===== config.mk =====
export PLATFORM = sky130hd
export DESIGN_NAME = pscfg_regs
export DESIGN_NICKNAME = d
export VERILOG_FILES = /design/src/hw/pscfg_pkg.sv /design/src/hw/pscfg_regs.sv
export SDC_FILE = /design/constraint.sdc
export NUM_CORES = 1
export LEC_CHECK = 0
export BUFFER_PORTS_ARGS = -buffer_cell sky130_fd_sc_hd__buf_2
export CORE_ASPECT_RATIO = 0.75
export CORE_MARGIN = 8
export CORE_UTILIZATION = 56
export CTS_CLUSTER_SIZE = 40
export DETAILED_ROUTE_END_ITERATION = 16
export HOLD_SLACK_MARGIN = 0.03
export PLACE_DENSITY_LB_ADDON = 0.05
export SETUP_SLACK_MARGIN = 0.2
export SLEW_MARGIN = 0
export SYNTH_ARGS = -nofsm -noshare
export SYNTH_HDL_FRONTEND = slang
export SYNTH_SLANG_ARGS = --single-unit

===== constraint.sdc =====
create_clock -name sys_clk -period 15.1 [get_ports sys_clk]
set_input_delay 1.51 -clock sys_clk [delete_from_list [all_inputs] [get_ports sys_clk]]
set_output_delay 1.51 -clock sys_clk [all_outputs]
set_load 0.01 [all_outputs]

===== src/hw/pscfg_pkg.sv =====
// package with offsets, field positions, reset values and timing for the config register bank
package pscfg_pkg;
  // clock and switch sampling timing
  localparam int              CLK_MHZ          = 100;
  localparam int              SAMPLE_PERIOD_US = 1000;
  localparam int              SAMPLE_CYCLES    = SAMPLE_PERIOD_US * CLK_MHZ;
  localparam int              TICK_W           = 17;
  localparam logic [2:0]      STABLE_SAMPLES   = 3'h4;
  // switch vector layout: config bank in 9..0, address bank in 17..10
  localparam int              SW_W             = 18;
  localparam int              ADDR_LSB         = 10;
  localparam int              SRC_BIT          = 8;
  localparam int              UNUSED_BIT       = 9;
  localparam logic [17:0]     SW_MASK          = 18'h3FDFF;
  // protocol function codes
  localparam logic [7:0]      FC_READ_HOLD     = 8'h03;
  localparam logic [7:0]      FC_READ_INPUT    = 8'h04;
  localparam logic [7:0]      FC_WRITE_SINGLE  = 8'h06;
  // register offsets
  localparam logic [15:0]     OFS_NODE_ADDR    = 16'h0000;
  localparam logic [15:0]     OFS_FRAMING      = 16'h0001;
  localparam logic [15:0]     OFS_MANUAL_ZERO  = 16'h01FB;
  localparam logic [15:0]     OFS_SERIAL       = 16'h0000;
  localparam logic [15:0]     OFS_FIRMWARE     = 16'h0008;
  localparam logic [15:0]     OFS_SENSOR_NAME  = 16'h0009;
  localparam logic [15:0]     TEXT_WORDS       = 16'h0008;
  localparam logic [15:0]     OFS_STATUS       = 16'h0259;
  localparam logic [15:0]     OFS_FLOAT        = 16'h04BA;
  localparam logic [15:0]     OFS_INT          = 16'h1009;
  localparam int              MEAS_CH          = 5;
  localparam logic [2:0]      MEAS_CH_W        = 3'h5;
  localparam int              PA_CH            = 2;
  // reset values
  localparam logic [7:0]      NODE_ADDR_RST    = 8'h2C;
  localparam logic [15:0]     FRAMING_RST      = 16'h0008;
  // framing word fields
  localparam int              FR_BAUD_LSB      = 0;
  localparam int              FR_PAR_LSB       = 3;
  localparam int              FR_STOP_BIT      = 5;
  localparam logic [1:0]      PAR_NONE         = 2'h0;
  localparam logic [1:0]      PAR_ODD          = 2'h2;
  localparam logic [2:0]      MB_BAUD_MAX      = 3'h2;
  localparam logic [2:0]      BN_BAUD_MAX      = 3'h4;
  localparam logic [7:0]      MB_ADDR_MIN      = 8'h01;
  localparam logic [7:0]      MB_ADDR_MAX      = 8'hF7;
  localparam logic [7:0]      BN_ADDR_MAX      = 8'h7F;
  // status word bit positions
  localparam int              ST_UNDER         = 0;
  localparam int              ST_OVER          = 1;
  localparam int              ST_SRC           = 2;
  localparam int              ST_ADDR_SW       = 3;
  // range limits in Pa and filter times in ms, indexed by selection code
  localparam logic signed [23:0] RANGE_LO [4] = '{-24'sd100, -24'sd50, -24'sd25, 24'sd0};
  localparam logic signed [23:0] RANGE_HI [4] = '{24'sd100, 24'sd50, 24'sd25, 24'sd100};
  localparam logic signed [23:0] RANGE_SPAN [4] = '{24'sd200, 24'sd100, 24'sd50, 24'sd100};
  localparam logic signed [23:0] SPAN_DIV = 24'sd20;
  localparam logic [12:0]     FILTER_MS [4] = '{13'h0032, 13'h01F4, 13'h07D0, 13'h0FA0};
endpackage : pscfg_pkg


===== src/hw/pscfg_regs.sv =====
// configuration switch decode and protocol register bank of the pressure transmitter
// Operation
// - range switches select +-100, +-50, +-25 Pa or 0..100 Pa
// - response switches select 50 ms, 500 ms, 2 s or 4 s filter
// - unit switches select Pa, mbar, inch WC or kPa display
// - backlight on when its switch is zero, off when one
// - span switch picks 0-10 V with 4-20 mA or 0-5 V with 0-20 mA
// - settings source switch picks switch bank or stored software settings
// - tenth configuration switch is ignored
// - all switches zero give the factory default configuration
// - flag under-range below low minus 5 % span, overload above 105 %
// - address switches all zero use stored address, default 44
// - nonzero address switches override default and software address
// - address switches read as unsigned binary, last switch least significant
// - BACnet mode: 8N1, baud index up to 76800, address 0..127
// - Modbus mode: 8 bits, three bauds, parity, 1 or 2 stops, address 1..247
// - single write to 0x00 sets address, to 0x01 sets framing
// - single write to 0x1FB raises a manual zeroing request
// - each measurement readable as two-word float and one-word integer
// - serial number text answers at read addresses 0x00..0x07
// - firmware version at 0x08, major high byte, minor low byte
// - sensor name from 0x09; identification answers functions 0x03 and 0x04
// - status word at 0x259, readable with 0x03 or 0x04
// - address write is refused while the switches set the address
// - integer registers hold value times the per-unit scale factor
`timescale 1ns/1ps
module pscfg_regs
  import pscfg_pkg::*;
#(
  parameter int            SAMPLE_CYC  = SAMPLE_CYCLES,
  parameter logic [127:0]  SERIAL_TEXT = 128'h30303030303030303030303030303031, // arbitrary
  parameter logic [15:0]   FW_VERSION  = 16'h0100,                               // arbitrary
  parameter logic [127:0]  SENSOR_NAME = 128'h50524553535552452053454E534F5220  // arbitrary
) (
  input  wire logic              sys_clk,
  input  wire logic              reset,
  input  wire logic              range_sel_bit0,
  input  wire logic              range_sel_bit1,
  input  wire logic              response_sel_bit0,
  input  wire logic              response_sel_bit1,
  input  wire logic              unit_sel_bit0,
  input  wire logic              unit_sel_bit1,
  input  wire logic              backlight_off_sw,
  input  wire logic              output_span_sw,
  input  wire logic              settings_source_sw,
  input  wire logic              unused_switch,
  input  wire logic [7:0]        addr_switches,
  input  wire logic [1:0]        nv_range,
  input  wire logic [1:0]        nv_response,
  input  wire logic [1:0]        nv_unit,
  input  wire logic              nv_backlight_off,
  input  wire logic              nv_output_span,
  input  wire logic              proto_bacnet,
  input  wire logic              tool_addr_wr,
  input  wire logic [7:0]        tool_addr_data,
  input  wire logic              req_valid,
  input  wire logic              req_write,
  input  wire logic [7:0]        req_func,
  input  wire logic [15:0]       req_addr,
  input  wire logic [15:0]       req_wdata,
  output logic                   resp_valid,
  output logic                   resp_nak,
  output logic [15:0]            resp_data,
  input  wire logic              meas_valid,
  input  wire logic [4:0][31:0]  meas_float,
  input  wire logic [4:0][15:0]  meas_int,
  output logic [1:0]             range_code,
  output logic [12:0]            filter_time_ms,
  output logic [1:0]             unit_code,
  output logic                   backlight_on,
  output logic                   output_span_alt,
  output logic                   under_range,
  output logic                   overload,
  output logic [7:0]             node_address,
  output logic [2:0]             baud_index,
  output logic [1:0]             parity_mode,
  output logic                   two_stop_bits,
  output logic                   zero_req
);

  typedef struct packed {
    logic [SW_W-1:0]    sync1;
    logic [SW_W-1:0]    sync2;
    logic [SW_W-1:0]    sample;
    logic [SW_W-1:0]    stable;
    logic [TICK_W-1:0]  tick_cnt;
    logic [2:0]         same_cnt;
    logic [7:0]         stored_addr;
    logic [15:0]        framing;
    logic [4:0][31:0]   float_snap;
    logic [4:0][15:0]   int_snap;
    logic               under;
    logic               over;
    logic               zero;
    logic               rvalid;
    logic               rnak;
    logic [15:0]        rdata;
  } pscfg_state_s;

  pscfg_state_s       s;
  pscfg_state_s       n;
  logic               tick;
  logic               src_nv;
  logic [7:0]         sw_addr;
  logic               addr_from_sw;
  logic [1:0]         eff_range;
  logic [1:0]         eff_resp;
  logic               eff_bl_off;
  logic signed [23:0] p20;
  logic signed [23:0] lo20;
  logic signed [23:0] hi20;
  logic [15:0]        roff;
  logic [15:0]        foff;
  logic [15:0]        ioff;
  logic [15:0]        noff;
  logic               is_read;
  logic               is_wr;
  logic               addr_ok;
  logic               fr_ok;
  logic [15:0]        status_word;

  // effective settings: stored values take over when the source switch selects software
  always_comb begin
    src_nv       = s.stable[SRC_BIT];
    eff_range    = src_nv ? nv_range : s.stable[1:0];
    eff_resp     = src_nv ? nv_response : s.stable[3:2];
    eff_bl_off   = src_nv ? nv_backlight_off : s.stable[6];
    sw_addr      = s.stable[ADDR_LSB +: 8];
    addr_from_sw = (sw_addr != 8'h00);
    tick         = (s.tick_cnt == TICK_W'(SAMPLE_CYC - 1));
  end

  // decoded outputs; zero switches map to the first entry of each table
  assign range_code      = eff_range;
  assign filter_time_ms  = FILTER_MS[eff_resp];
  assign unit_code       = src_nv ? nv_unit : s.stable[5:4];
  assign backlight_on    = ~eff_bl_off;
  assign output_span_alt = src_nv ? nv_output_span : s.stable[7];
  assign node_address    = addr_from_sw ? sw_addr : s.stored_addr;
  assign baud_index      = s.framing[FR_BAUD_LSB +: 3];
  assign parity_mode     = s.framing[FR_PAR_LSB +: 2];
  assign two_stop_bits   = s.framing[FR_STOP_BIT];
  assign under_range     = s.under;
  assign overload        = s.over;
  assign zero_req        = s.zero;
  assign resp_valid      = s.rvalid;
  assign resp_nak        = s.rnak;
  assign resp_data       = s.rdata;

  // request decode helpers and limit arithmetic, times twenty so 5 % of span is whole
  always_comb begin
    p20   = $signed({{8{s.int_snap[PA_CH][15]}}, s.int_snap[PA_CH]}) * SPAN_DIV;
    lo20  = RANGE_LO[eff_range] * SPAN_DIV - RANGE_SPAN[eff_range];
    hi20  = RANGE_HI[eff_range] * SPAN_DIV + RANGE_SPAN[eff_range];
    roff  = req_addr - OFS_SERIAL;
    foff  = req_addr - OFS_FLOAT;
    ioff  = req_addr - OFS_INT;
    noff  = req_addr - OFS_SENSOR_NAME;
    is_read = req_valid && !req_write &&
              (req_func == FC_READ_HOLD || req_func == FC_READ_INPUT);
    is_wr   = req_valid && req_write && (req_func == FC_WRITE_SINGLE);
    if (proto_bacnet) begin
      addr_ok = (req_wdata[15:8] == 8'h00) && (req_wdata[7:0] <= BN_ADDR_MAX);
      fr_ok   = (req_wdata[FR_BAUD_LSB +: 3] <= BN_BAUD_MAX) &&
                (req_wdata[FR_PAR_LSB +: 2] == PAR_NONE) && !req_wdata[FR_STOP_BIT];
    end else begin
      addr_ok = (req_wdata[15:8] == 8'h00) && (req_wdata[7:0] >= MB_ADDR_MIN) &&
                (req_wdata[7:0] <= MB_ADDR_MAX);
      fr_ok   = (req_wdata[FR_BAUD_LSB +: 3] <= MB_BAUD_MAX) &&
                (req_wdata[FR_PAR_LSB +: 2] <= PAR_ODD);
    end
    status_word = 16'h0000;
    status_word[ST_UNDER]   = s.under;
    status_word[ST_OVER]    = s.over;
    status_word[ST_SRC]     = src_nv;
    status_word[ST_ADDR_SW] = addr_from_sw;
  end

  // next state of the whole block
  always_comb begin
    n        = s;
    n.zero   = 1'b0;
    n.rvalid = 1'b0;
    n.rnak   = 1'b0;
    // two-flop synchroniser on all switches
    n.sync1 = {addr_switches, unused_switch, settings_source_sw, output_span_sw,
               backlight_off_sw, unit_sel_bit1, unit_sel_bit0, response_sel_bit1,
               response_sel_bit0, range_sel_bit1, range_sel_bit0};
    n.sync2 = s.sync1;
    // sample divider and stability filter; the unused switch is masked off
    n.tick_cnt = tick ? '0 : s.tick_cnt + 1'b1;
    if (tick) begin
      n.sample = s.sync2 & SW_MASK;
      if ((s.sync2 & SW_MASK) != s.sample) begin
        n.same_cnt = 3'h0;
      end else if (s.same_cnt == STABLE_SAMPLES - 3'h1) begin
        n.stable = s.sample;
      end else begin
        n.same_cnt = s.same_cnt + 3'h1;
      end
    end
    // one snapshot per sample keeps float halves and integers coherent
    if (meas_valid) begin
      n.float_snap = meas_float;
      n.int_snap   = meas_int;
    end
    n.under = (p20 < lo20);
    n.over  = (p20 > hi20);
    // configuration tool writes the stored address
    if (tool_addr_wr) begin
      n.stored_addr = tool_addr_data;
    end
    // protocol requests: answer one cycle after each request
    if (req_valid) begin
      n.rvalid = 1'b1;
      n.rnak   = 1'b1;
      n.rdata  = 16'h0000;
    end
    if (is_read) begin
      n.rnak = 1'b0;
      if (roff < TEXT_WORDS) begin
        n.rdata = SERIAL_TEXT[16 * (7 - int'(roff[2:0])) +: 16];
      end else if (req_addr == OFS_FIRMWARE) begin
        n.rdata = FW_VERSION;
      end else if (noff < TEXT_WORDS) begin
        n.rdata = SENSOR_NAME[16 * (7 - int'(noff[2:0])) +: 16];
      end else if (req_addr == OFS_STATUS) begin
        n.rdata = status_word;
      end else if (foff < 16'(2 * MEAS_CH)) begin
        n.rdata = foff[0] ? s.float_snap[foff[3:1]][31:16]
                          : s.float_snap[foff[3:1]][15:0];
      end else if (ioff < 16'(MEAS_CH)) begin
        n.rdata = s.int_snap[ioff[2:0]];
      end else begin
        n.rnak = 1'b1;
      end
    end
    if (is_wr) begin
      if (req_addr == OFS_NODE_ADDR) begin
        if (!addr_from_sw && addr_ok) begin
          n.stored_addr = req_wdata[7:0];
          n.rnak        = 1'b0;
        end
      end else if (req_addr == OFS_FRAMING) begin
        if (fr_ok) begin
          n.framing = req_wdata;
          n.rnak    = 1'b0;
        end
      end else if (req_addr == OFS_MANUAL_ZERO) begin
        n.zero = 1'b1;
        n.rnak = 1'b0;
      end
    end
  end

  // state register
  always_ff @(posedge sys_clk or posedge reset) begin
    if (reset) begin
      s             <= '0;
      s.stored_addr <= NODE_ADDR_RST;
      s.framing     <= FRAMING_RST;
    end else begin
      s <= n;
    end
  end

  // checks
  property p_resp;
    @(posedge sys_clk) disable iff (reset) req_valid |=> resp_valid;
  endproperty
  a_resp: assert property (p_resp) else $error("request not answered");

  property p_zero;
    @(posedge sys_clk) disable iff (reset)
      is_wr && req_addr == OFS_MANUAL_ZERO |=> zero_req && !resp_nak
        ##1 (!zero_req || $past(is_wr && req_addr == OFS_MANUAL_ZERO));
  endproperty
  a_zero: assert property (p_zero) else $error("zeroing request missing");

  property p_nak_sw;
    @(posedge sys_clk) disable iff (reset)
      is_wr && req_addr == OFS_NODE_ADDR && addr_from_sw && !tool_addr_wr
      |=> resp_nak && $stable(s.stored_addr);
  endproperty
  a_nak_sw: assert property (p_nak_sw) else $error("address write not refused");

  property p_store;
    @(posedge sys_clk) disable iff (reset)
      is_wr && req_addr == OFS_NODE_ADDR && !addr_from_sw && addr_ok && !tool_addr_wr
      |=> addr_from_sw || node_address == $past(req_wdata[7:0]);
  endproperty
  a_store: assert property (p_store) else $error("address write lost");

  property p_override;
    @(posedge sys_clk) disable iff (reset)
      sw_addr != 8'h00 |-> node_address == s.stable[ADDR_LSB +: 8];
  endproperty
  a_override: assert property (p_override) else $error("switch address not used");

  property p_filter;
    @(posedge sys_clk) disable iff (reset)
      !src_nv && s.stable[3:2] == 2'h0 |-> filter_time_ms == 13'h0032;
  endproperty
  a_filter: assert property (p_filter) else $error("default filter wrong");

  property p_source;
    @(posedge sys_clk) disable iff (reset)
      src_nv |-> backlight_on == !nv_backlight_off && range_code == nv_range;
  endproperty
  a_source: assert property (p_source) else $error("stored settings not applied");

  property p_flags;
    @(posedge sys_clk) disable iff (reset) !(under_range && overload);
  endproperty
  a_flags: assert property (p_flags) else $error("both range flags set");

  property p_firmware;
    @(posedge sys_clk) disable iff (reset)
      is_read && req_addr == OFS_FIRMWARE |=> resp_data == FW_VERSION && !resp_nak;
  endproperty
  a_firmware: assert property (p_firmware) else $error("firmware word wrong");

  property p_debounce;
    @(posedge sys_clk) disable iff (reset) $changed(s.stable) |-> $past(tick);
  endproperty
  a_debounce: assert property (p_debounce) else $error("setting changed off a sample");

  property p_unused;
    @(posedge sys_clk) disable iff (reset) !s.stable[UNUSED_BIT];
  endproperty
  a_unused: assert property (p_unused) else $error("unused switch reached settings");

endmodule : pscfg_regs


After elaboration in Yosys (flattened, before gate mapping)
Index checks and enable logic that the tools add are counted.
Widths: inputs -> output; s select.
{ "word_totals": {"ff_bits": 375, "elab_cells": 151, "inputBits": 321, "out_inout_bits": 54} }
{ "op_classes": {"add_sub_neg": 9, "eq_ne": 11, "multipliers": 3, "bitwise": 5, "muxes": 59, "shifts": 2, "n_reduce_logical": 22, "order_cmp": 16} }
{ "op_table": {"columns": ["op", "n"], "rows": [
  ["$shiftx 128x8->16 const A", 2],
  ["$mux 16", 11],
  ["$mux 24", 7],
  ["$bmux 24 s2", 3],
  ["$bmux 32 s3", 1],
  ["$bmux 16 s3", 1],
  ["$lt 16x4->1 const B", 3],
  ["$mul 24x4->22 const B", 2],
  ["$mux 17", 2],
  ["$mux 32", 1],
  ["$mux 8", 4],
  ["$bmux 13 s2", 1],
  ["$mux 13", 2],
  ["$add 24x24->24", 1],
  ["$gt 22x24->1", 1],
  ["$lt 22x24->1", 1],
  ["$sub 24x24->24", 1],
  ["$mul 16x4->20 const B", 1],
  ["$mux 1", 20],
  ["$mux 18", 1],
  ["$add 17x1->17 const B", 1],
  ["$eq 17x17->1 const B", 1],
  ["$ne 17x17->1", 1],
  ["$eq 16x1->1 const B", 1],
  ["other kinds (35)", 57]
]} }

Depth between registers and ports, before layout
{ "depth": {"word_depth": 14, "ltp_mapped": 18, "mapped_depth_nobuf": 18} }

Worst setup path before layout
Ideal clock, no wire load.
{ "synth_timing": {"kind": "input port to flip-flop", "start": "input port req_addr[1]", "end": "register s, in the netlist resp_data[1]", "cell_stages": 15, "required_ps": 14979, "setup_ps": 121, "n_path_buf": 5, "arrival_time_ps": 4808, "slack_ps": 10171, "cell_sequence": "buf_2 buf_1 clkbuf_1 inv_1 ha_1 buf_2 nor2b_4 a2111oi_0 o221ai_1 a2111oi_2 nand2b_1 a2111oi_4 buf_6 a21oi_1 a22o_1"} }
{ "synth_lines": {"columns": ["element", "line_no", "source"], "rows": [
  ["start: declaration", "pscfg_regs.sv:59", "input wire logic [15:0] req_addr,"],
  ["end signal: assignment", "pscfg_regs.sv:263", "s <= n;"],
  ["end: declaration", "pscfg_regs.sv:100", "pscfg_state_s s;"]
]} }

==> summary by stage <==
Cells and area
Of the cells placed in the final design, the portion with a size suffix greater than 1 is 0.416. The layout-stage area growth over the synthesis result is 17.6%. The fill cell total of the finished layout is 2646.

Once layout is complete, the utilization of the core stands at 0.670. Leaving out fill and tap cells, the most frequent cells in the layout are 369 x buf_2, 359 x dfrtp_1, 288 x mux2_2. Leaving out fill and tap cells, the most frequent cell in the layout is buf_2. After the last flow step, the layout net total stands at 2298.

Setup path
In this run the critical register-to-register path is launched from s[313]$_DFFE_PP0P_. For this run, the slowest stage of the critical path takes 0.86 ns. In this run the critical register-to-register path is captured at overload$_DFF_PP0_. The setup slack on the worst flop-to-flop path is 10.63 ns. The signal on the critical path passes through buf_2, buf_4, inv_1, ha_2, buf_4, and2_1, buf_4, o2111ai_1, or4_1, a311oi_1, a21oi_1, nor2_1, a211o_1. At the worst endpoint, the required time is 15.56 ns. The cell repeated most along the worst path is buf_4. The critical path's slowest cell is or4_1.

At the worst endpoint, the arrival time is 5.97 ns. The startpoint-to-endpoint class of the critical path is in2reg. The number of cell instances on the worst register-to-register path is 15.

The worst setup path is captured at a flip-flop. Of all nets on the critical path, the largest fanout is 43. The critical path startpoint category is a primary input.

STA
The worst-margin pin slew is 1.24 ns. The final-report max-slew violation count is 0. The clock tree skew after final layout is 0.0244 ns.

The final count of hold timing violations was 0. The final critical-path required period is 5.51 ns. The maximum clock rate is 182 MHz. Setup violations remaining at the end of the flow were counted as 0.

The setup total negative slack is 0 ns. The smallest setup slack after layout is 9.59 ns. Measured against its own limit, the worst slew margin works out to 0.163.

The final clock period utilization by the worst path is 0.365. Setup repair after global routing left no endpoint under its margin.

GRT
Across every metal layer, demand over resource in global routing totals 0.254. Entering global routing, the biggest net connects 87 pins. The global-route congestion overflow total is 0.

The first global-routing pass estimated 81000 um of wire. The via count of the first global-routing pass was 14200. The number of antenna violations at the first check in global routing is 27.

Synth
Yosys printed 0 warnings. The mean post-synth cell area is 12.2 um2. Among all flip-flop cells after synthesis, the most frequent one is dfrtp_1.

The share of synthesized registers carrying an async set or reset is 1.00. The register bit total from synthesis is 363. The number of cells produced by synthesis is 1562.

The biggest area contributor in the post-synthesis netlist is dfrtp_1. In the post-synthesis netlist, the biggest area contributors are dfrtp_1 47%, mux2_2 17%, ha_1 5.8%, mux4_2 4.0%, a21oi_1 1.7%. The number of unique standard cell types used by synthesis is 84. The share of the Yosys chip area taken by registers is 0.476. Of the post-synthesis cell area, the dominant cell type holds 0.471. The count of flip-flops with a built-in enable after synthesis is 0.

The summed instance area of the synthesized netlist is 0.0191 mm2.

Clock network
Counting every sink on the clock net gives 363. The H-tree generated during clock tree synthesis spans 2 levels. The register clock-pin slew on the reported worst setup and hold paths is 0.06 ns.

The cell at the root of the clock tree is clkbuf_16. The post-CTS setup repair buffer count is 0. At the later pin of the worst-skew pair, clock insertion delay measures 0.55 ns. The maximum clock insertion buffer count is 3.

Hold repair after CTS inserted 0 buffers. Clock tree synthesis inserted a total of 38 buffers. The number of cells upsized or downsized after cts is 0. The CTS tree is done.

Placement
The count of input and output buffers is 370. The half-perimeter wire length of the detailed placement result is 39200 um. The routability congestion estimate from global placement is 0.874.

The post-placement setup slack is 9.10 ns.

Job
The tool flagged a number of max-cap violations equal to 0.

Die
The core region is 0.0335 mm2. The initial utilization of the core area, before any placement, comes to 0.569. The die is 229 um wide. The total number of placement rows is 58.

375 I/O pins were placed. The overall die height is 176 um. The die covers 0.0403 mm2.

Routing
Summed over all layers, the routed wires come to 52700 um. The residual antenna-violating net count after detailed routing is 0. The average wire per cell in the routed design is 22.2 um. The total iterations of the first detailed-routing run is 5. Dividing the detail-routed via count by the number of cells gives 5.81. For this block, the via count after detailed routing is 13800. The first routing iteration left 869 violations.

For this run, design rule violations remaining after detail routing come to 0.

Power
The worst voltage drop across the vdd grid is 0.0000778 V. The reported leakage power is 10.6 nW. Dividing total power by cell area gives a power density of 113 mW/mm2.

Hold path
The worst hold path was traced through 0 stages. The startpoint of the worst hold path is n[356]$_DFF_PP0_. The worst hold path endpoint is s[356]$_DFF_PP0_. The worst min-delay path category is reg2reg.

Outcome
The run finished with clean final reports.
-- kinds of logic (layout without fill, tap and decap cells) --
| kind of cell | Yosys count | after routing | synth area share |
|---|---|---|---|
| other cells | 1 | 25 | 0.000196 |
| compound gates | 275 | 275 | 0.0984 |
| fa+ha+maj | 91 | 91 | 0.0604 |
| simple gates | 276 | 276 | 0.0776 |
| mux | 351 | 351 | 0.225 |
| xor+xnor | 48 | 48 | 0.0220 |
| buf+inv | 157 | 496 | 0.0400 |
| flops | 363 | 363 | 0.476 |
-- worst max path at each step --
stage                     cells after the start        start  slack [ns]                   endpoint
after floorplan                               1        reset        3.52  baud_index[0]$_DFFE_PP0P_
after global placement                       13  req_addr[1]        9.11     resp_data[4]$_DFF_PP0_
after detailed placement                     13  req_addr[1]        9.10     resp_data[4]$_DFF_PP0_
after CTS                                    13  req_addr[1]        9.65     resp_data[4]$_DFF_PP0_
after global routing                         13  req_addr[1]        9.31     resp_data[4]$_DFF_PP0_
final                                        13  req_addr[1]        9.59     resp_data[4]$_DFF_PP0_
-- sequential cells by signal, summed over array words and instances, names as in the netlist, 2 cells and up --
signal	count
s	319
n	17
resp_data	16
baud_index	3
parity_mode	2
-- cell type report --
cell class | count | area, um2 | share of cell area
timing repair buffer | 386 | 1980 | 0.0883
antenna | 11 | 27.5 | 0.00123
inverter | 42 | 165 | 0.00736
clock buffer | 52 | 1100 | 0.0492
sequential | 363 | 9090 | 0.405
tap | 450 | 563 | 0.0251
clock inverter | 16 | 204 | 0.00908
multi-input combinational | 1055 | 9310 | 0.415
-- through the flow --
stage / instance area, um2 / std cells / total power [mW] / hold slack (ns)
finish: 22400 / 2375 / 2.53 / 0.346
CTS: 22400 / 2364 / 2.55 / 0.350
floorplan: 19100 / 1575 / 1.41 / 0.331
global route: 22400 / 2373 / 2.64 / 0.357
global placement: 21100 / 2296 / 1.55 / 0.333
detailed placement: 21100 / 2296 / 1.56 / 0.335
-- critical path, delay by kind of cell --
| kind | cells | cell delay (ns) |
|---|---|---|
| AO/OA/AOI/OAI | 4 | 1.08 |
| AND/OR/NAND/NOR | 3 | 1.22 |
| buffers and inverters | 5 | 1.69 |
| adder cells (fa/ha/maj) | 1 | 0.38 |
-- metal layers --
metal,track usage,part of all wire,up-vias
li1,-,-,6390
met1,0.344,0.44,6861
met2,0.394,0.46,412
met3,0.0758,0.075,104
met4,0.0716,0.023,30
met5,0,0.0036,-
-- report_power, final --
group,total (mW),switching [mW],leakage [nW],internal (mW)
clock network,0.981,0.397,0.647,0.584
registers,1.09,0.0464,4.40,1.05
logic,0.454,0.236,5.51,0.217
-- synthesized netlist by cell type, types with 5 or more instances --
| cell type | number |
|---|---|
| dfrtp_1 | 359 |
| mux2_2 | 288 |
| ha_1 | 89 |
| nand2_1 | 65 |
| a21oi_1 | 63 |
| clkbuf_1 | 53 |
| nor2_1 | 53 |
| o21ai_0 | 51 |
| inv_1 | 42 |
| nand3_1 | 36 |
| mux4_2 | 34 |
| a21o_1 | 29 |
| mux2i_1 | 29 |
| buf_4 | 28 |
| xor2_1 | 28 |
| a211oi_1 | 21 |
| nor3_1 | 20 |
| xnor2_1 | 20 |
| and3_1 | 18 |
| buf_2 | 17 |
| a31oi_1 | 16 |
| a311oi_1 | 12 |
| nor2b_1 | 12 |
| nor4_1 | 12 |
| buf_1 | 11 |
| nand4_1 | 9 |
| o31ai_1 | 8 |
| a211o_1 | 7 |
| nand2b_1 | 7 |
| and4b_1 | 5 |
| nand3b_1 | 5 |
| o211ai_1 | 5 |
| o21ai_1 | 5 |
| o21bai_1 | 5 |
| o2bb2ai_1 | 5 |
(Power assumes the default switching activity.)
